<file path="src/rtl/tad_consts.svh">
/*
  Constants of the T1/E1 alarm block: register indices, field positions,
  reset values, thresholds and times.
  Assumes inclusion by bare name from the design files.
*/
`ifndef TAD_CONSTS_SVH
`define TAD_CONSTS_SVH
// ==========================================================
// register indices (byte address = 4 * index)
`define TAD_PORT_STRIDE 12'h200
`define TAD_IDX_RXCTL2  12'h014
`define TAD_IDX_TXCTL1  12'h181
`define TAD_IDX_TXCTL2  12'h182
`define TAD_IDX_TXCTL4  12'h186
`define TAD_IDX_BOC     12'h188
`define TAD_IDX_MODE    12'h189
`define TAD_IDX_RTS     12'h0B0
`define TAD_IDX_LATCH   12'h097
// ==========================================================
// field positions
`define TAD_B_D4_F12     0
`define TAD_B_INTEG      1
`define TAD_B_RX_J1      2
`define TAD_B_TX_YEL     0
`define TAD_B_TX_J1      0
`define TAD_B_AUTO_YEL   1
`define TAD_B_AUTO_BLUE  2
`define TAD_B_TX_CI      0
`define TAD_B_E1         0
`define TAD_B_ESF        1
`define TAD_B_CRC4       2
`define TAD_B_BLUE_CI    0
`define TAD_B_YEL_CI     1
`define TAD_CTL_RST      8'h00
// ==========================================================
// thresholds and patterns
`define TAD_BLUE_MAX_ZEROS 3'h4
`define TAD_LOS_ZEROS      8'hC0
`define TAD_LOS_ONES       4'hE
`define TAD_LOS_WIN        7'h70
`define TAD_D4_THRESH      9'h0FE
`define TAD_ESF_CLR_MAX    5'h0E
`define TAD_PAT_T1         16'h00FF
`define TAD_PAT_J1         16'hFFFF
`define TAD_PAT_CI         16'h3EFF
`define TAD_SIG_Z0         13'h0C10
`define TAD_SIG_Z1         13'h0D92
`define TAD_SIG_Z2         13'h169E
`define TAD_SIG_LEN        13'h1820
// ==========================================================
// times
`define TAD_CLK_MHZ        200
`define TAD_BLUE_WIN_US    3000
`define TAD_INTEG_MS       200
`define TAD_MF_WAIT_MS     128
`endif

</file>
<file path="src/rtl/tad_pkg.sv">
/*
  Types of the T1/E1 alarm block.
  Assumes nothing beyond a SystemVerilog compiler.
*/
`default_nettype none
package tad_pkg;
  // real-time receive alarm view
  typedef struct packed {
    logic yellowAlarm;
    logic blueAlarm;
    logic carrierLoss;
    logic frameLoss;
  } tad_rt_status_t;
  // data-link pattern strobe with its 16-bit word
  typedef struct packed {
    logic        stb;
    logic [15:0] word;
  } tad_fdl_t;
endpackage
`default_nettype wire

</file>
<file path="src/rtl/tad_alarm_core.sv">
/*
  Per-port receive alarm detection and transmit alarm control, with an
  Avalon-MM register slave.
  Assumes line bit and bit toggle arrive from pins; framer strobes share
  core_clk; long times are shortened through parameters in simulation.
*/
`timescale 1ns/1ps
`default_nettype none
`include "tad_consts.svh"
module tad_alarm_core
  import tad_pkg::*;
#(
  parameter int unsigned PORT_NUM     = 1,
  parameter int unsigned BLUE_WIN_CYC = `TAD_BLUE_WIN_US * `TAD_CLK_MHZ,
  parameter int unsigned INTEG_CYC    = `TAD_INTEG_MS * 1000 * `TAD_CLK_MHZ,
  parameter int unsigned MF_WAIT_CYC  = `TAD_MF_WAIT_MS * 1000 * `TAD_CLK_MHZ
) (
  input  wire logic        core_clk,        // system clock
  input  wire logic        rst_n,           // sync reset
  input  wire logic [13:0] avs_address,     // byte address
  input  wire logic        avs_read,        // read request
  input  wire logic        avs_write,       // write request
  input  wire logic [31:0] avs_writedata,   // write data
  output logic      [31:0] avs_readdata,    // read data
  output logic             avs_waitrequest, // stall
  input  wire logic        rxLineBit,       // recovered line bit pin
  input  wire logic        rxBitToggle,     // toggles per line bit
  input  wire logic        rxFrameLoss,     // framer out of sync
  input  wire logic        rxFasSync,       // E1 FAS sync found
  input  wire logic        rxMfSync,        // E1 CRC-4 multiframe sync
  input  wire logic        chanBit2Stb,     // bit 2 of a channel
  input  wire logic        chanBit2,        // its value
  input  wire logic        fBit12Stb,       // twelfth F-bit present
  input  wire logic        fBit12,          // its value
  input  wire tad_fdl_t    fdlWord,         // data-link 16-bit word
  output logic             txForceAllOnes,  // send all ones
  output logic             txYellowSend,    // send yellow
  output logic             txYellowJ1,      // J1 form of yellow
  output logic             txYellowCi       // yellow-CI form
);

  // ==========================================================
  // registers and bus slave
  logic [7:0]     rxCtl_q, txCtl1_q, txCtl2_q, txCtl4_q, boc_q, mode_q;
  logic [1:0]     latch_q;
  tad_rt_status_t rt_q;
  logic           blueCiSet, yelCiSet;
  logic [11:0]    idx;
  logic           acc, wr;
  assign idx = avs_address[13:2];
  assign acc = (avs_read | avs_write) & avs_waitrequest;
  assign wr  = avs_write & ~avs_waitrequest;

  function automatic logic hit(input logic [11:0] a, input logic [11:0] off);
    hit = a == (off + 12'((PORT_NUM - 1) * `TAD_PORT_STRIDE));
  endfunction

  always_ff @(posedge core_clk) begin
    if (!rst_n) begin
      avs_waitrequest <= 1'b1;
    end else begin
      avs_waitrequest <= ~acc;
    end
  end

  always_ff @(posedge core_clk) begin
    if (!rst_n) begin
      avs_readdata <= 32'h0000_0000;
    end else if (acc) begin
      avs_readdata <= 32'h0000_0000;
      if (hit(idx, `TAD_IDX_RXCTL2)) avs_readdata[7:0] <= rxCtl_q;
      if (hit(idx, `TAD_IDX_TXCTL1)) avs_readdata[7:0] <= txCtl1_q;
      if (hit(idx, `TAD_IDX_TXCTL2)) avs_readdata[7:0] <= txCtl2_q;
      if (hit(idx, `TAD_IDX_TXCTL4)) avs_readdata[7:0] <= txCtl4_q;
      if (hit(idx, `TAD_IDX_BOC))    avs_readdata[7:0] <= boc_q;
      if (hit(idx, `TAD_IDX_MODE))   avs_readdata[7:0] <= mode_q;
      if (hit(idx, `TAD_IDX_RTS))    avs_readdata[3:0] <= rt_q;
      if (hit(idx, `TAD_IDX_LATCH))  avs_readdata[1:0] <= latch_q;
    end
  end

  always_ff @(posedge core_clk) begin
    if (!rst_n) begin
      rxCtl_q  <= `TAD_CTL_RST;
      txCtl1_q <= `TAD_CTL_RST;
      txCtl2_q <= `TAD_CTL_RST;
      txCtl4_q <= `TAD_CTL_RST;
      boc_q    <= `TAD_CTL_RST;
      mode_q   <= `TAD_CTL_RST;
    end else if (wr) begin
      if (hit(idx, `TAD_IDX_RXCTL2)) rxCtl_q  <= avs_writedata[7:0];
      if (hit(idx, `TAD_IDX_TXCTL1)) txCtl1_q <= avs_writedata[7:0];
      if (hit(idx, `TAD_IDX_TXCTL2)) txCtl2_q <= avs_writedata[7:0];
      if (hit(idx, `TAD_IDX_TXCTL4)) txCtl4_q <= avs_writedata[7:0];
      if (hit(idx, `TAD_IDX_BOC))    boc_q    <= avs_writedata[7:0];
      if (hit(idx, `TAD_IDX_MODE))   mode_q   <= avs_writedata[7:0];
    end
  end

  // write-one-to-clear, a new event wins over the clear
  logic [1:0] latchClr;
  assign latchClr = (wr && hit(idx, `TAD_IDX_LATCH)) ? avs_writedata[1:0] : 2'h0;
  always_ff @(posedge core_clk) begin
    if (!rst_n) begin
      latch_q <= 2'h0;
    end else begin
      latch_q <= (latch_q & ~latchClr) | {yelCiSet, blueCiSet};
    end
  end

  // ==========================================================
  // line bit synchroniser
  logic bitS1_q, bitS2_q, tglS1_q, tglS2_q, tglS3_q;
  logic bitStb, lineBit, zeroStb;
  always_ff @(posedge core_clk) begin
    if (!rst_n) begin
      {bitS1_q, bitS2_q, tglS1_q, tglS2_q, tglS3_q} <= 5'h00;
    end else begin
      bitS1_q <= rxLineBit;
      bitS2_q <= bitS1_q;
      tglS1_q <= rxBitToggle;
      tglS2_q <= tglS1_q;
      tglS3_q <= tglS2_q;
    end
  end
  assign bitStb  = tglS2_q ^ tglS3_q;
  assign lineBit = bitS2_q;
  assign zeroStb = bitStb & ~lineBit;

  // ==========================================================
  // blue alarm over fixed windows
  logic [31:0] winCnt_q;
  logic [2:0]  zeroCnt_q, zeroNext;
  logic        blue_q;
  assign zeroNext = (zeroStb && zeroCnt_q != 3'h5) ? zeroCnt_q + 3'h1 : zeroCnt_q;
  always_ff @(posedge core_clk) begin
    if (!rst_n) begin
      winCnt_q  <= 32'h0000_0000;
      zeroCnt_q <= 3'h0;
      blue_q    <= 1'b0;
    end else if (winCnt_q == BLUE_WIN_CYC - 1) begin
      winCnt_q  <= 32'h0000_0000;
      zeroCnt_q <= 3'h0;
      blue_q    <= zeroNext <= `TAD_BLUE_MAX_ZEROS;
    end else begin
      winCnt_q  <= winCnt_q + 32'h1;
      zeroCnt_q <= zeroNext;
    end
  end

  // ==========================================================
  // carrier loss
  logic [7:0] zeroRun_q;
  logic [6:0] posCnt_q;
  logic [3:0] onesCnt_q;
  logic       losWin_q, los_q;
  always_ff @(posedge core_clk) begin
    if (!rst_n) begin
      zeroRun_q <= 8'h00;
    end else if (bitStb) begin
      zeroRun_q <= lineBit ? 8'h00 :
                   (zeroRun_q == `TAD_LOS_ZEROS) ? zeroRun_q : zeroRun_q + 8'h01;
    end
  end
  always_ff @(posedge core_clk) begin
    if (!rst_n) begin
      los_q     <= 1'b0;
      losWin_q  <= 1'b0;
      posCnt_q  <= 7'h00;
      onesCnt_q <= 4'h0;
    end else if (bitStb) begin
      if (!lineBit && zeroRun_q == `TAD_LOS_ZEROS - 8'h01) begin
        los_q    <= 1'b1;
        losWin_q <= 1'b0;
      end else if (los_q && !losWin_q && lineBit) begin
        losWin_q  <= 1'b1;
        posCnt_q  <= 7'h01;
        onesCnt_q <= 4'h1;
      end else if (los_q && losWin_q) begin
        posCnt_q  <= posCnt_q + 7'h01;
        onesCnt_q <= onesCnt_q + {3'h0, lineBit};
        if (lineBit && onesCnt_q == `TAD_LOS_ONES - 4'h1) begin
          los_q    <= 1'b0;
          losWin_q <= 1'b0;
        end else if (posCnt_q == `TAD_LOS_WIN - 7'h01) begin
          losWin_q <= 1'b0;
        end
      end
    end
  end

  // ==========================================================
  // yellow alarm detectors
  logic [7:0]  ch2Cnt_q;
  logic [8:0]  ch2Zero_q, ch2ZeroNext;
  logic        d4Yel_q, fbPrev_q, fbYel_q, esfRaw_q, esfRep_q;
  logic [15:0] esfHist_q, histNext;
  logic [31:0] integCnt_q;
  logic        patMatch;
  assign ch2ZeroNext = ch2Zero_q + {8'h00, ~chanBit2};
  always_ff @(posedge core_clk) begin
    if (!rst_n) begin
      ch2Cnt_q  <= 8'h00;
      ch2Zero_q <= 9'h000;
      d4Yel_q   <= 1'b0;
    end else if (chanBit2Stb) begin
      ch2Cnt_q <= ch2Cnt_q + 8'h01;
      if (ch2Cnt_q == 8'hFF) begin
        d4Yel_q   <= ch2ZeroNext >= `TAD_D4_THRESH;
        ch2Zero_q <= 9'h000;
      end else begin
        ch2Zero_q <= ch2ZeroNext;
      end
    end
  end

  always_ff @(posedge core_clk) begin
    if (!rst_n) begin
      fbPrev_q <= 1'b0;
      fbYel_q  <= 1'b0;
    end else if (fBit12Stb) begin
      fbPrev_q <= fBit12;
      if (fBit12 && fbPrev_q) fbYel_q <= 1'b1;
      if (!fBit12 && !fbPrev_q) fbYel_q <= 1'b0;
    end
  end

  function automatic logic [4:0] popCount(input logic [15:0] v);
    popCount = 5'h00;
    for (int i = 0; i < 16; i++) popCount = popCount + {4'h0, v[i]};
  endfunction

  assign patMatch = fdlWord.word ==
    (rxCtl_q[`TAD_B_RX_J1] ? `TAD_PAT_J1 : `TAD_PAT_T1);
  assign histNext = {esfHist_q[14:0], patMatch};
  always_ff @(posedge core_clk) begin
    if (!rst_n) begin
      esfHist_q <= 16'h0000;
      esfRaw_q  <= 1'b0;
    end else if (fdlWord.stb) begin
      esfHist_q <= histNext;
      if (histNext == 16'hFFFF) esfRaw_q <= 1'b1;
      else if (popCount(histNext) <= `TAD_ESF_CLR_MAX) esfRaw_q <= 1'b0;
    end
  end

  always_ff @(posedge core_clk) begin
    if (!rst_n) begin
      integCnt_q <= 32'h0000_0000;
      esfRep_q   <= 1'b0;
    end else if (!esfRaw_q) begin
      integCnt_q <= 32'h0000_0000;
      esfRep_q   <= 1'b0;
    end else if (!rxCtl_q[`TAD_B_INTEG] || integCnt_q == INTEG_CYC) begin
      esfRep_q <= 1'b1;
    end else begin
      integCnt_q <= integCnt_q + 32'h1;
    end
  end

  // ==========================================================
  // real-time status
  logic yelSel;
  assign yelSel = mode_q[`TAD_B_ESF] ? esfRep_q :
                  rxCtl_q[`TAD_B_D4_F12] ? fbYel_q : d4Yel_q;
  always_ff @(posedge core_clk) begin
    if (!rst_n) begin
      rt_q <= '0;
    end else begin
      rt_q <= '{yellowAlarm: yelSel, blueAlarm: blue_q,
                carrierLoss: los_q, frameLoss: rxFrameLoss};
    end
  end

  // ==========================================================
  // blue-CI signature tracker
  logic [12:0] gap_q, gapNext, sigExp;
  logic [1:0]  stage_q;
  always_comb begin
    unique case (stage_q)
      2'd1:    sigExp = `TAD_SIG_Z1 - `TAD_SIG_Z0;
      2'd2:    sigExp = `TAD_SIG_Z2 - `TAD_SIG_Z1;
      2'd3:    sigExp = `TAD_SIG_LEN - `TAD_SIG_Z2 + `TAD_SIG_Z0;
      default: sigExp = 13'h0000;
    endcase
  end
  assign gapNext = (gap_q == 13'h1FFF) ? gap_q : gap_q + 13'h0001;
  always_ff @(posedge core_clk) begin
    if (!rst_n) begin
      gap_q     <= 13'h0000;
      stage_q   <= 2'd0;
      blueCiSet <= 1'b0;
    end else begin
      blueCiSet <= 1'b0;
      if (zeroStb) begin
        gap_q <= 13'h0000;
        if (stage_q != 2'd0 && gapNext == sigExp) begin
          stage_q <= (stage_q == 2'd3) ? 2'd1 : stage_q + 2'd1;
          blueCiSet <= (stage_q == 2'd3) && blue_q;
        end else begin
          stage_q <= 2'd1;
        end
      end else if (bitStb) begin
        gap_q <= gapNext;
      end
    end
  end

  // ==========================================================
  // yellow-CI code detector
  logic [4:0] ciRun_q, ciNeed;
  always_comb begin
    unique case (boc_q[1:0])
      2'd0: ciNeed = 5'd1;
      2'd1: ciNeed = 5'd4;
      2'd2: ciNeed = 5'd8;
      2'd3: ciNeed = 5'd16;
    endcase
  end
  always_ff @(posedge core_clk) begin
    if (!rst_n) begin
      ciRun_q  <= 5'h00;
      yelCiSet <= 1'b0;
    end else begin
      yelCiSet <= 1'b0;
      if (fdlWord.stb) begin
        if (fdlWord.word != `TAD_PAT_CI) begin
          ciRun_q <= 5'h00;
        end else if (ciRun_q != ciNeed) begin
          ciRun_q  <= ciRun_q + 5'h01;
          yelCiSet <= (ciRun_q + 5'h01 == ciNeed) && rt_q.yellowAlarm;
        end
      end
    end
  end

  // ==========================================================
  // transmit alarm control
  logic [31:0] mfCnt_q;
  logic        e1Cause;
  assign e1Cause = rxFrameLoss | blue_q | los_q;
  always_ff @(posedge core_clk) begin
    if (!rst_n) begin
      mfCnt_q <= 32'h0000_0000;
    end else if (!(mode_q[`TAD_B_E1] && mode_q[`TAD_B_CRC4] && rxFasSync && !rxMfSync)) begin
      mfCnt_q <= 32'h0000_0000;
    end else if (mfCnt_q != MF_WAIT_CYC) begin
      mfCnt_q <= mfCnt_q + 32'h1;
    end
  end
  always_ff @(posedge core_clk) begin
    if (!rst_n) begin
      txForceAllOnes <= 1'b0;
      txYellowSend   <= 1'b0;
      txYellowJ1     <= 1'b0;
      txYellowCi     <= 1'b0;
    end else begin
      txForceAllOnes <= mode_q[`TAD_B_E1] & txCtl2_q[`TAD_B_AUTO_BLUE] & e1Cause;
      txYellowSend   <= txCtl1_q[`TAD_B_TX_YEL] |
        (mode_q[`TAD_B_E1] & txCtl2_q[`TAD_B_AUTO_YEL] &
         (e1Cause | (mfCnt_q == MF_WAIT_CYC)));
      txYellowJ1     <= txCtl2_q[`TAD_B_TX_J1];
      txYellowCi     <= mode_q[`TAD_B_ESF] & txCtl4_q[`TAD_B_TX_CI];
    end
  end
endmodule // tad_alarm_core
`default_nettype wire

</file>
<file path="config.mk">
export PLATFORM = sky130hd
export DESIGN_NAME = tad_alarm_core
export DESIGN_NICKNAME = d
export VERILOG_FILES = /design/src/rtl/tad_pkg.sv /design/src/rtl/tad_alarm_core.sv
export VERILOG_INCLUDE_DIRS = /design/src /design/src/rtl
export SDC_FILE = /design/constraint.sdc
export NUM_CORES = 1
export LEC_CHECK = 0
export BUFFER_PORTS_ARGS = -buffer_cell sky130_fd_sc_hd__buf_2
export CAP_MARGIN = 15
export CORE_UTILIZATION = 36
export CTS_CLUSTER_SIZE = 20
export DETAILED_ROUTE_END_ITERATION = 7
export GPL_TIMING_DRIVEN = 0
export PLACE_DENSITY = 0.64
export SETUP_SLACK_MARGIN = 0.4
export SYNTH_ARGS = -nofsm -noshare
export SYNTH_HDL_FRONTEND = slang
export SYNTH_SLANG_ARGS = --single-unit
</file>
<file path="constraint.sdc">
create_clock -name core_clk -period 10.7 [get_ports core_clk]
set_input_delay 0.535 -clock core_clk [delete_from_list [all_inputs] [get_ports core_clk]]
set_output_delay 0.535 -clock core_clk [all_outputs]
set_load 0.01 [all_outputs]
</file>
==> impl.org, run 1 <==
** Drt
- The first detailed-routing pass ran for 5 iterations.
- The routed layout has 10060 vias.
- After detailed routing, the number of vias per cell comes to 4.932.
- Highest metal layer with signal wires :: met5
- Dividing the detail-routed wire length by the instance count gives 13.59 µm.
- Detailed routing placed a total of 12600 µm of wire on met2.
- The routed design has 27710 µm of wire.
- The routed design uses 1239 µm of met3 wire.
- DRC violation total after the first TritonRoute iteration :: 615
- The detailed router put a total of 13210 µm of wire on met1.
- After detailed routing, the number of remaining DRC violations is 0.
- Antenna-violating nets left :: 0

** Critical path
- Crit Path Max Fanout :: 4
- The worst setup path is launched from a flip-flop.
- Critical path class :: reg -> reg
- Worst R2R Start :: rxCtl_q[2]
- Data arrival time at the worst-slack endpoint :: 5000 ps
- For this run, the slowest stage of the critical path takes 520 ps.
- The worst register-to-register path ends at esfRaw_q.
- For flop-to-flop paths, the worst setup slack is 6120 ps.
- Required time at the worst-slack endpoint :: 11120 ps
- Critical path endpoint category :: flip-flop
- Counting cells, the worst reg-to-reg path comes to 19.
- Critical Path Slowest Stage Cell :: sky130_fd_sc_hd__fa_1
- Traced cell by cell, the critical path runs through nand4_1, nor3_1, a31oi_1, nor3_1, fa_1, inv_1, fa_1, inv_1, fa_1, inv_1, fa_1, inv_1, ha_1, inv_1, fa_1, xnor2_1, nand4b_1, a31oi_1, a31o_2.

** Timing
- Max Clock Skew :: 7.444 ps
- Fmax :: 218.1 MHz
- For the pin with the worst max-slew slack, the measured transition is 752.1 ps.
- In this run the tightest slew margin relative to its limit is 49.53%.
- Counting I/O delays and the setup requirement, the final critical path takes 4584 ps.
- PnR worst setup slack :: 6116 ps
- Count of final hold-check violations :: 0
- Adding up every negative setup slack in the final design gives 0 ps.
- Setup violations remaining at the end of the flow were counted as 0.
- The worst path uses 42.84% of the clock period.
- Number of pins exceeding their max-slew limit in the final report :: 0
- Setup repair after global routing left no endpoint under its margin.

** CTS
- Setup Fix Bufs, Post-CTS :: 0
- Buffers inserted to repair hold after CTS numbered 0.
- TritonCTS buffer count :: 27
- Clock tree buffer depth :: 3
- Master cell of the clock root buffer :: sky130_fd_sc_hd__clkbuf_16
- For the worst-skew pair, the clock arrives at the later sink with an insertion delay of 520 ps.
- In this run the number of H-tree levels came out at 1.
- Clock tree from TritonCTS :: done
- Clock-pin slew was measured on the worst setup and hold paths at 60 ps.
- Number of instances resized during post-cts repair :: 0
- Number of sinks on the clock net :: 252

** Job
- Across the run, the number of max-cap violations was 0.

** Worst hold path
- The min-delay analysis places its worst path in the category in -> reg.
- Hold wc startpoint :: rxLineBit
- Hold Path End :: bitS1_q
- Along the worst hold path, the cell count comes to 2.

** Placement
- After legalization and detailed placement, the total HPWL measured 20100 µm.
- Count of buffers inserted at the top-level ports :: 59
- OpenSTA, run right after detailed placement, puts the worst setup slack at 5766 ps.
- Weighted congestion reported at the end of routability-driven placement :: 0.8443
- Counting tap cells, the placed design contains a total of 1989 instances.

** Layout
- Of the cells placed in the final design, the portion with a size suffix greater than 1 is 10.36%.
- After the last flow step, the layout net total stands at 1678.
- Most frequent standard cell in the layout excluding fill and tap cells :: sky130_fd_sc_hd__dfxtp_1
- In the layout the commonest cells are sky130_fd_sc_hd__dfxtp_1, sky130_fd_sc_hd__nor2_1, sky130_fd_sc_hd__nand2_1.
- Compared with the post-synthesis result, the final layout area differs by 14.72%.
- Leaving out filler cells and counting taps, the final layout contains 2039.

** Global route
- Global routing finished with a remaining overflow of 0.
- Entering global routing, the biggest net connects 14 pins.
- The via count of the first global-routing pass came to 9267.
- For this run, the total global-route usage over all layers was measured as 15.36%.
- The initial antenna violation count came to 2.
- First-pass GRT wire length :: 45900 µm

** Yosys
- Yosys attributes the largest share of cell area to sky130_fd_sc_hd__dfxtp_1, sky130_fd_sc_hd__mux2i_1, sky130_fd_sc_hd__nor2_1.
- Cell accounting for the most synthesized area :: sky130_fd_sc_hd__dfxtp_1
- Cell variety after synth :: 72
- During synthesis, Yosys emitted a total of 0 warnings.
- Portion of synthesized cell area occupied by the leading cell type :: 39.98%
- Counting flops with a built-in enable in the synthesized netlist gives 0.
- Cells after Synth :: 1452
- Post-synth ARST share :: 0%
- After synthesis the cells add up to 12620 µm².
- Sequential cells were found to cover 39.98% of the synthesized design area.
- A synthesized cell averages 8.690 µm².
- FF+latch count, synth :: 252
- Among all flip-flop cells after synthesis, the most frequent one is sky130_fd_sc_hd__dfxtp_1.

** Power and ir drop
- P_leak :: 5.564 nW
- In this run switching power makes up 21.91% of total power.
- In this run, the combinational gates consume 4.3% of the power.
- Clock group share of total power :: 47.7%
- The internal portion of the total power is 1.547 mW.
- Sequential Power Share :: 47.9%
- Power Density :: 136.9 nW/µm²
- The worst-case IR drop observed on VDD is 0.1291 mV.
- In this run the power spent charging and discharging nets is 0.4341 mW.

** Die
- Area of the core region :: 34540 µm²
- 113 I/O pins were placed.
- Die Y-Extent :: 189.2 µm
- The die covers 35800 µm².
- From left edge to right edge, the die measures 189.2 µm.
- Effective utilization at floorplan :: 36.53%
- The initialized floorplan defines 68 standard-cell rows.

** Status
- The flow ran to the end, and the final reports show no timing, DRC or antenna violations.
[power groups by stage]
| stage | logic [mW] | registers [mW] | clock network (mW) |
|---|---|---|---|
| floorplan | 0.0538 | 0.969 | 0 |
| global placement | 0.0848 | 0.970 | 0 |
| detailed placement | 0.0858 | 0.970 | 0 |
| CTS | 0.0862 | 0.949 | 0.967 |
| global route | 0.0955 | 0.950 | 1.01 |
| finish | 0.0860 | 0.950 | 0.946 |
[critical path, delay by kind of cell (launching register included)]
kind | cells | cell delay (ps)
fa+ha+maj | 6 | 2290
simple gates | 4 | 840
flops | 1 | 460
compound gates | 3 | 380
buf+inv | 5 | 350
xor+xnor | 1 | 150
[per-layer routing]
metal	GRT usage, %	vias to the layer above
li1	-	5163
met5	0	-
met2	25.82	200
met4	4.342	2
met3	2.447	47
met1	20.25	4645
[per-stage QoR]
stage / cell area, µm² / hold WS [ps] / util [%] / total power, mW
4_1_cts: 14470 / 202.7 / 41.90 / 2.002
5_1_grt: 14480 / 199.1 / 41.91 / 2.054
6_report: 14480 / 218.9 / 41.91 / 1.981
3_5_place_dp: 13570 / 418.9 / 39.28 / 1.056
3_3_place_gp: 13570 / 418.6 / 39.28 / 1.055
2_1_floorplan: 12700 / 411.9 / - / 1.023
[final cells by class]
type,count,area [µm²]
clock inverters,13,145.1
inverters,50,187.7
diodes,1,2.502
multi-input cells,1089,7038
plain buffers,84,434.2
fillers,3465,20070
flip-flops and latches,252,5045
well taps,455,569.3
repair buffers,59,295.3
clock buffers,36,759.5
[registers in the layout, summed over array words and instances, names as in the netlist, 2 cells and up]
register	flops
winCnt_q	32
txCtl4_q	8
txCtl1_q	8
mfCnt_q	32
stage_q	2
integCnt_q	32
posCnt_q	7
ciRun_q	5
txCtl2_q	8
esfHist_q	15
rxCtl_q	8
gap_q	13
mode_q	8
boc_q	8
zeroRun_q	8
latch_q	2
zeroCnt_q	3
rt_q	4
onesCnt_q	4
ch2Zero_q	9
avs_readdata	8
ch2Cnt_q	8
[worst max path at each step]
stage                     from        to  slack [ps]  depth (start not counted)
global placement    fdlWord[8]  esfRaw_q        5800                         19
finish              rxCtl_q[2]  esfRaw_q        6120                         19
detailed placement  fdlWord[8]  esfRaw_q        5770                         19
floorplan           fdlWord[8]  esfRaw_q        6410                         18
CTS                 rxCtl_q[2]  esfRaw_q        6070                         19
global route        rxCtl_q[2]  esfRaw_q        5830                         19
[cell usage after synthesis, types with 4 or more instances]
cell type                  count
sky130_fd_sc_hd__dfxtp_1     252
sky130_fd_sc_hd__nor2_1      181
sky130_fd_sc_hd__nand2_1     112
sky130_fd_sc_hd__nor2b_1      86
sky130_fd_sc_hd__xor2_1       77
sky130_fd_sc_hd__mux2i_1      69
sky130_fd_sc_hd__nand3_1      60
sky130_fd_sc_hd__xnor2_1      51
sky130_fd_sc_hd__inv_1        50
sky130_fd_sc_hd__o21ai_0      49
sky130_fd_sc_hd__nand4_1      44
sky130_fd_sc_hd__clkbuf_1     43
sky130_fd_sc_hd__a21oi_1      36
sky130_fd_sc_hd__and3_1       30
sky130_fd_sc_hd__ha_1         29
sky130_fd_sc_hd__and2_1       28
sky130_fd_sc_hd__buf_4        25
sky130_fd_sc_hd__nor3_1       20
sky130_fd_sc_hd__nor4_1       16
sky130_fd_sc_hd__buf_2        13
sky130_fd_sc_hd__nor4b_1      13
sky130_fd_sc_hd__a31oi_1      12
sky130_fd_sc_hd__and4_1       12
sky130_fd_sc_hd__or3_1        12
sky130_fd_sc_hd__a21boi_0     11
sky130_fd_sc_hd__nand2b_1     11
sky130_fd_sc_hd__fa_1         10
sky130_fd_sc_hd__o211a_1       7
sky130_fd_sc_hd__o31ai_1       7
sky130_fd_sc_hd__a22oi_1       5
sky130_fd_sc_hd__nand4b_1      5
sky130_fd_sc_hd__nor3b_1       5
sky130_fd_sc_hd__a222oi_1      4
sky130_fd_sc_hd__mux2_2        4
sky130_fd_sc_hd__o211ai_1      4
sky130_fd_sc_hd__or2_2         4
[kinds of logic (layout without fill, tap and decap cells)]
kind of cell,count (synthesis),after routing,synth area share (%)
other,1,25,0.02972
xor gates and xnor gates,128,128,8.885
buffers and inverters,134,242,4.928
DFF,252,252,39.98
AOI/OAI and AO/OA,162,162,8.210
adders and majority gates,39,39,4.462
and+or+nand+nor,663,663,27.67
muxes,73,73,5.830
Note: power is estimated with default switching activity, not from simulation.
==> run 2, diff against run 1 <==
clock period = 4.7 ns   (was 10.7 ns; I/O delays follow)
==> impl.org, run 2 (synthesis results as in run 1) <==
** Timing
- The number of failing setup endpoints in the final timing report came to 0 (unchanged).
- Fmax :: 240.3 MHz (+10%)
- Share of the cycle needed by the critical path after routing :: 88.54% (+46 points)
- Total Negative Setup Slacks :: 0 ps (unchanged)
- The slew at the pin closest to its max-slew limit is 741.5 ps (-10.58 ps).
- Post-layout minimum cycle time :: 4161 ps (-422.9 ps)
- Worst relative slew slack :: 50.16% (+0.63 points)
- The final worst-path setup slack was 538.7 ps (-5577 ps).
- The count of final max-slew check failures was 0 (unchanged).
- The hold slack came to 59.28 ps (-159.6 ps).
- Setup repair after global routing could not meet its margin everywhere.
- Max Clock Skew :: 7.351 ps (-0.09320 ps)
- Count of final hold-check violations :: 0 (unchanged)

** Die
- Area of the core region :: 34540 µm² (unchanged)
- Boundary Pins :: 113 (unchanged)
- The height of the die came to 189.2 µm (unchanged).
- Row count :: 68 (unchanged)
- Die extent in x :: 189.2 µm (unchanged)
- Die area :: 35800 µm² (unchanged)
- The starting density of the core was 36.53% (unchanged).

** Layout
- The final net count is 1686 (+0.48%).
- Layout filler cell count :: 3460 (-0.14%)
- Top Registers :: integCnt_q: 32 flops, mfCnt_q: 32 flops, winCnt_q: 32 flops
- From synthesis to final layout, the design area changed by 15.45%.
- The final non-filler cell total came to 2047 (+0.39%).
- Post-route cell area :: 14570 µm² (+0.63%)
- The final core utilization was 42.17% (+0.26 points).
- In the layout the commonest cells are sky130_fd_sc_hd__dfxtp_1, sky130_fd_sc_hd__nor2_1, sky130_fd_sc_hd__nand2_1.
- Fraction of layout instances using a drive strength above 1 :: 10.81% (+0.45 points)
- Leaving out fill and tap cells, the most frequent cell in the layout is sky130_fd_sc_hd__dfxtp_1.

** Global route
- The via count of the first global-routing pass was 9310 (+0.46%).
- First-pass GRT wire length :: 46050 µm (+0.33%)
- The total congestion overflow after global routing came to 0 (unchanged).
- The pin count of the biggest net entering global routing came to 14 (unchanged).
- The initial antenna violation count came to 2 (unchanged).
- The global router's overall resource usage came to 15.41% (+0.048 points).

** Placement
- Weighted congestion reported at the end of routability-driven placement :: 0.8443 (unchanged)
- The count of buffers inserted at the top-level ports came to 59 (unchanged).
- The number of cells in the design after placement is 1989 (unchanged).
- The setup slack at placement came to 64.65 ps (-5701 ps).
- The instance area after placement was 13570 µm² (unchanged).
- DP HPWL :: 20100 µm (unchanged)

** Drt
- Detailed Route WL :: 27740 µm (about the same)
- Detailed-routing iteration count for the pre-antenna-repair pass :: 5 (unchanged)
- The routed wirelength normalized by instance count came to 13.55 µm (-0.30%).
- The final antenna-violating net count came to 0 (unchanged).
- Vias per Instance :: 4.931 (about the same)
- The residual DRC count is 0 (unchanged).
- The total number of vias is 10090 (+0.36%).
- The number of DRC markers after the initial detailed-route iteration was 590 (-4.1%).

** Power and ir drop
- Post-route total power :: 4.514 mW (+130%)
- Power Density :: 309.8 nW/µm² (+130%)
- The maximum ir drop on the vdd rail was 0.2912 mV (+130%).
- P_leak :: 5.599 nW (+0.64%)

** Critical path
- The data arrival time of the worst path came to 4580 ps (-420 ps).
- Worst R2R Start :: rxCtl_q[2]
- The highest fanout seen on the critical path is 4 (unchanged).
- Critical path class :: reg -> reg
- Grouping stages by cell kind, the critical path spends the most delay in adder cells.
- Endpoint of the most critical setup path :: esfRaw_q
- The buffers plus inverters on the worst setup path came to 6 (+1).
- Max incr delay on CP :: 500 ps (-20 ps)
- Among all stages on the critical path, the largest delay is contributed by sky130_fd_sc_hd__fa_2.
- The reg2reg setup slack is 540 ps (-5580 ps).
- Required time at the worst-slack endpoint :: 5120 ps (-6000 ps)
- In this run the worst setup path begins at rxCtl_q[2].
- The worst setup path is captured at a flip-flop.
- Reg2Reg Depth :: 19 (unchanged)
- Startpoint types :: flip-flop
- The cell that appears most often on the critical path is sky130_fd_sc_hd__inv_1.
- Worst R2R End :: esfRaw_q
- Ordered cell list for the critical path :: nand4_1, nor3_2, a31oi_1, nor3_2, buf_4, fa_1, inv_1, fa_1, inv_1, fa_1, inv_1, fa_1, inv_1, ha_2, inv_1, fa_2, nand4b_1, a31oi_1, a31o_2
- Number of cells on the critical path :: 19 (unchanged)

** CTS
- The TritonCTS sink count came to 252 (unchanged).
- The clock edge transition at the registers on the reported setup and hold paths was 60 ps (about the same).
- Clock tree buffer depth :: 3 (unchanged)
- Clock tree synthesis selected as its root buffer the cell sky130_fd_sc_hd__clkbuf_16.
- TritonCTS buffer count :: 27 (unchanged)
- Clock tree from TritonCTS :: done
- The clock latency on the worst-skew pair came to 520 ps (about the same).
- Number of H-tree levels :: 1 (unchanged)

** Worst hold path
- The worst hold path belongs to the class in -> reg.

** Status
- Run status :: complete, no violations

** Job
- Total of max-cap violations :: 0 (unchanged)
## run 2: cell count changes in the layout (fill, tap and decap cells not counted), moves of 2 or more
cell / before / now
sky130_fd_sc_hd__buf_4: 25 / 28
sky130_fd_sc_hd__dlygate4sd3_1: 0 / 5
sky130_fd_sc_hd__nor3_1: 20 / 18
sky130_fd_sc_hd__nor3_2: 0 / 2
## run 2: worst min-delay path, stage by stage
cell                      delay (ps)
sky130_fd_sc_hd__buf_2           140
sky130_fd_sc_hd__mux2i_1          80
sky130_fd_sc_hd__nor2b_1          90
## run 2: layout make-up
class	instances	area (µm²)	share of cell area [%]
multi-input combinational	1089	7053	48.42
sequential	252	5049	34.66
clock buffer	36	759.5	5.213
tap	455	569.3	3.908
buffer	84	434.2	2.980
timing repair buffer	67	367.9	2.525
inverter	50	187.7	1.288
clock inverter	13	145.1	0.9963
antenna	1	2.502	0.01718
## run 2: worst min-delay path by stage
stage | to | from | depth (start not counted)
after detailed placement | bitS2_q | bitS1_q | 1
after floorplan | rt_q[0] | rxFrameLoss | 1
after global placement | bitS2_q | bitS1_q | 1
final | boc_q[7] | avs_writedata[7] | 3
after global routing | boc_q[7] | avs_writedata[7] | 3
after CTS | txCtl2_q[7] | avs_writedata[7] | 3
## run 2: power by group
group          switching, mW  total, mW  internal, mW
clock network          0.857       2.15          1.30
registers             0.0122       2.16          2.15
logic                  0.119      0.200        0.0802
## run 2: what timing repair did
action | 4_1_cts | 5_1_grt
gates resized for setup | 2 | 4
hold endpoints to repair | 4 | 0
hold buffers | 5 | 0
setup endpoints to repair | 1 | 1
pin swaps | 1 | 1
buffers inserted | 2 | 1
## run 2: per-layer routing
| layer | routed length [µm] | track usage [%] | vias up |
|---|---|---|---|
| met2 | 12670 | 25.92 | 202 |
| met1 | 13120 | 20.19 | 4664 |
| met5 | 13 | 0 | - |
| li1 | - | - | 5182 |
| met3 | 1307 | 2.632 | 43 |
| met4 | 628 | 4.342 | 2 |
==> run 3, diff against run 2 <==
BUFFER_PORTS_ARGS = not set   (was -buffer_cell sky130_fd_sc_hd__buf_2)
DONT_BUFFER_PORTS = 1   (was not set)
PLACE_DENSITY = 0.61   (was 0.64)
==> impl.org, run 3 (synthesis results as in run 1) <==
** Placement
- Count of buffers inserted at the top-level ports :: 0 (-100%)
- Weighted congestion reported at the end of routability-driven placement :: 0.8481 (+0.45%)
- DP HPWL :: 20140 µm (+0.20%)
- Area after detailed placement :: 13270 µm² (-2.2%)

** Drt
- The via density per instance came to 5.019 (+1.8%).
- Via count :: 10040 (-0.55%)
- The routed wirelength normalized by instance count was 14.13 µm (+4.3%).
- The final antenna-violating net count was 0 (unchanged).
- Detailed-routing iteration count for the pre-antenna-repair pass :: 5 (unchanged)
- The number of DRC markers after the initial detailed-route iteration was 588 (-0.34%).
- The residual DRC count came to 0 (unchanged).
- The sum of routed wire length over all layers is 28250 µm (+1.9%).

** Die
- Die extent in x :: 189.2 µm (unchanged)
- The starting density of the core was 36.53% (unchanged).
- The number of primary I/O pins was 113 (unchanged).
- Row count :: 68 (unchanged)
- Die area :: 35800 µm² (unchanged)
- The placeable core region is 34540 µm² (unchanged).
- Die Y-Extent :: 189.2 µm (unchanged)

** Timing
- Max Clock Skew :: 5.913 ps (-1.437 ps)
- The setup TNS after final layout was 0 ps (unchanged).
- Fmax :: 235.0 MHz (-2.2%)
- RSZ-0062 raised after global routing :: yes
- The number of hold violations in the final report was 0 (unchanged).
- The count of final max-slew check failures came to 0 (unchanged).
- Worst relative slew slack :: 47.56% (-2.6 points)
- Share of the cycle needed by the critical path after routing :: 90.54% (+2.0 points)
- Final setup vio count :: 0 (unchanged)
- The slew at the pin closest to its max-slew limit came to 780.2 ps (+38.68 ps).
- Post-layout minimum cycle time :: 4256 ps (+94.19 ps)

** Global route
- Global-route usage over all layers :: 15.84% (+0.43 points)
- The via count of the first global-routing pass came to 9512 (+2.2%).
- The total congestion overflow after global routing was 0 (unchanged).
- The pin count of the biggest net entering global routing was 14 (unchanged).
- The initial antenna violation count was 1 (-1).
- The wire length of the first global-routing pass was 47280 µm (+2.7%).

** CTS
- Master cell of the clock root buffer :: sky130_fd_sc_hd__clkbuf_16
- The clock tree buffer depth was 3 (unchanged).
- Clock latency on the worst-skew pair :: 530 ps (about the same)
- Number of H-tree levels :: 1 (unchanged)
- TritonCTS built the clock tree.
- The clock edge transition at the registers on the reported setup and hold paths was 60 ps (about the same).
- Number of sinks on the clock net :: 252 (unchanged)
- The number of buffers added by the clock tree synthesis step was 28 (+3.7%).

** Layout
- Layout filler cell count :: 3484 (+0.69%)
- Final antenna diode count :: 0 (-1)
- Total number of nets in the final design :: 1638 (-2.8%)
- Leaving out fill and tap cells, the most frequent cells in the layout are sky130_fd_sc_hd__dfxtp_1, sky130_fd_sc_hd__nor2_1, sky130_fd_sc_hd__nand2_1.
- Most frequent standard cell in the layout excluding fill and tap cells :: sky130_fd_sc_hd__dfxtp_1
- Area growth, synth to finish :: 13.75%
- Post-route cell area :: 14350 µm² (-1.5%)
- The largest registers in the layout are integCnt_q: 32 flops, mfCnt_q: 32 flops, winCnt_q: 32 flops.
- The fraction of final layout cells with drive strength greater than 1 was 6.861% (-3.9 points).

** Status
- The run finished with clean final reports.

** Critical path
- The critical path data required time came to 5120 ps (about the same).
- The worst setup path is captured at a flip-flop.
- Worst R2R End :: esfRaw_q
- The worst setup path is launched from a flip-flop.
- Data arrival time at the worst-slack endpoint :: 4680 ps (+100 ps)
- The critical path in this run is classified as reg -> reg.
- The peak per-stage delay on the critical path came to 510 ps (about the same).
- Endpoint of the most critical setup path :: esfRaw_q
- Worst R2R Start :: rxCtl_q[2]
- Worst R2R Setup Slack :: 440 ps (-90 ps)
- By instance count, the cell type seen most on the critical path is sky130_fd_sc_hd__inv_1.
- Crit. Startpoint :: rxCtl_q[2]
- Ordered cell list for the critical path :: nand4_1, nor3_2, a31oi_1, nor3_2, buf_4, fa_1, inv_1, fa_1, inv_1, fa_1, inv_1, fa_1, inv_1, ha_2, inv_1, fa_2, nand4b_1, a31oi_1, a31o_2
- The number of cells traversed by the worst register-to-register path was 19 (unchanged).
- Crit Path Max Fanout :: 4 (unchanged)
- The slowest stage of the critical path belongs to the cell sky130_fd_sc_hd__fa_2.

** Power and ir drop
- The leakage dissipation is 5.377 nW (-4.0%).
- The maximum ir drop on the vdd rail came to 0.2703 mV (-7.2%).
- Power Density :: 308.8 nW/µm² (-0.33%)
- Post-route total power :: 4.433 mW (-1.8%)

** Worst hold path
- Kind of path behind the tightest hold check :: in -> reg

** Job
- Total of max-cap violations :: 0 (unchanged)
==> run 3: changes by cell type in the layout (fill, tap and decap cells not counted) <==
cell	change
sky130_fd_sc_hd__buf_2	-59
sky130_fd_sc_hd__buf_4	-1
sky130_fd_sc_hd__bufinv_16	-3
sky130_fd_sc_hd__clkbuf_1	+9
sky130_fd_sc_hd__clkbuf_16	+2
sky130_fd_sc_hd__clkbuf_8	+2
sky130_fd_sc_hd__clkinv_2	-5
sky130_fd_sc_hd__clkinvlp_4	-2
sky130_fd_sc_hd__diode_2	-1
sky130_fd_sc_hd__dlygate4sd3_1	+11
==> run 3: how the worst min path moves through the flow <==
stage / depth (start not counted) / end / startpoint / slack (ps)
6_report: 2 / fbYel_q / fBit12Stb / 20
5_1_grt: 2 / esfRaw_q / rst_n / 30
4_1_cts: 2 / fbYel_q / fBit12Stb / 10
3_5_place_dp: 1 / rt_q[0] / rxFrameLoss / 360
3_3_place_gp: 1 / tglS1_q / rxBitToggle / 370
2_1_floorplan: 1 / rt_q[0] / rxFrameLoss / 360
==> run 3: cell type report <==
cell class / instances / area (µm²) / area share [%]
inverter: 50 / 187.7 / 1.308
clock inverter: 3 / 15.01 / 0.1046
tap: 455 / 569.3 / 3.966
clock buffer: 49 / 870.8 / 6.067
multi-input combinational: 1089 / 7053 / 49.14
timing repair buffer: 18 / 175.2 / 1.220
sequential: 252 / 5049 / 35.17
buffer: 84 / 434.2 / 3.025
==> run 3: per-stage QoR <==
step | hold slack [ps] | std cells | util [%] | setup slack, ps
5_1_grt | 29.38 | 2000 | 41.55 | 258.1
4_1_cts | 10.37 | 2000 | 41.52 | 418.0
3_5_place_dp | 363.8 | 1930 | 38.43 | 18.24
3_3_place_gp | 365.9 | 1930 | 38.43 | 103.3
2_1_floorplan | 356.7 | 1475 | - | 714.5
6_report | 21.04 | 2000 | 41.55 | 444.5
==> run 3: metal layers <==
layer	GRT usage, %	vias up	part of all wire (%)
met5	0	-	0.039
met4	4.467	2	2.2
met3	2.521	51	4.6
met2	27.23	181	47
met1	20.38	4699	47
li1	-	5104	-
==> run 3: timing repair <==
action	in CTS	in global routing
pin swaps	1	0
endpoints found under the hold margin	60	0
resized for setup	2	4
gates cloned	0	0
setup buffers	2	0
endpoints found under the setup margin	1	1
hold buffers	16	0
==> run 3: worst max-delay path, delay by kind of cell (launching register included) <==
family / cells / cell delay (ps)
fa+ha+maj: 6 / 2530
simple gates: 4 / 290
buf+inv: 6 / 420
compound gates: 3 / 530
flops: 1 / 370
==> run 3: power by group <==
part           internal (mW)  switching [mW]
clock network           1.24           0.846
logic                 0.0721           0.108
registers               2.15          0.0137
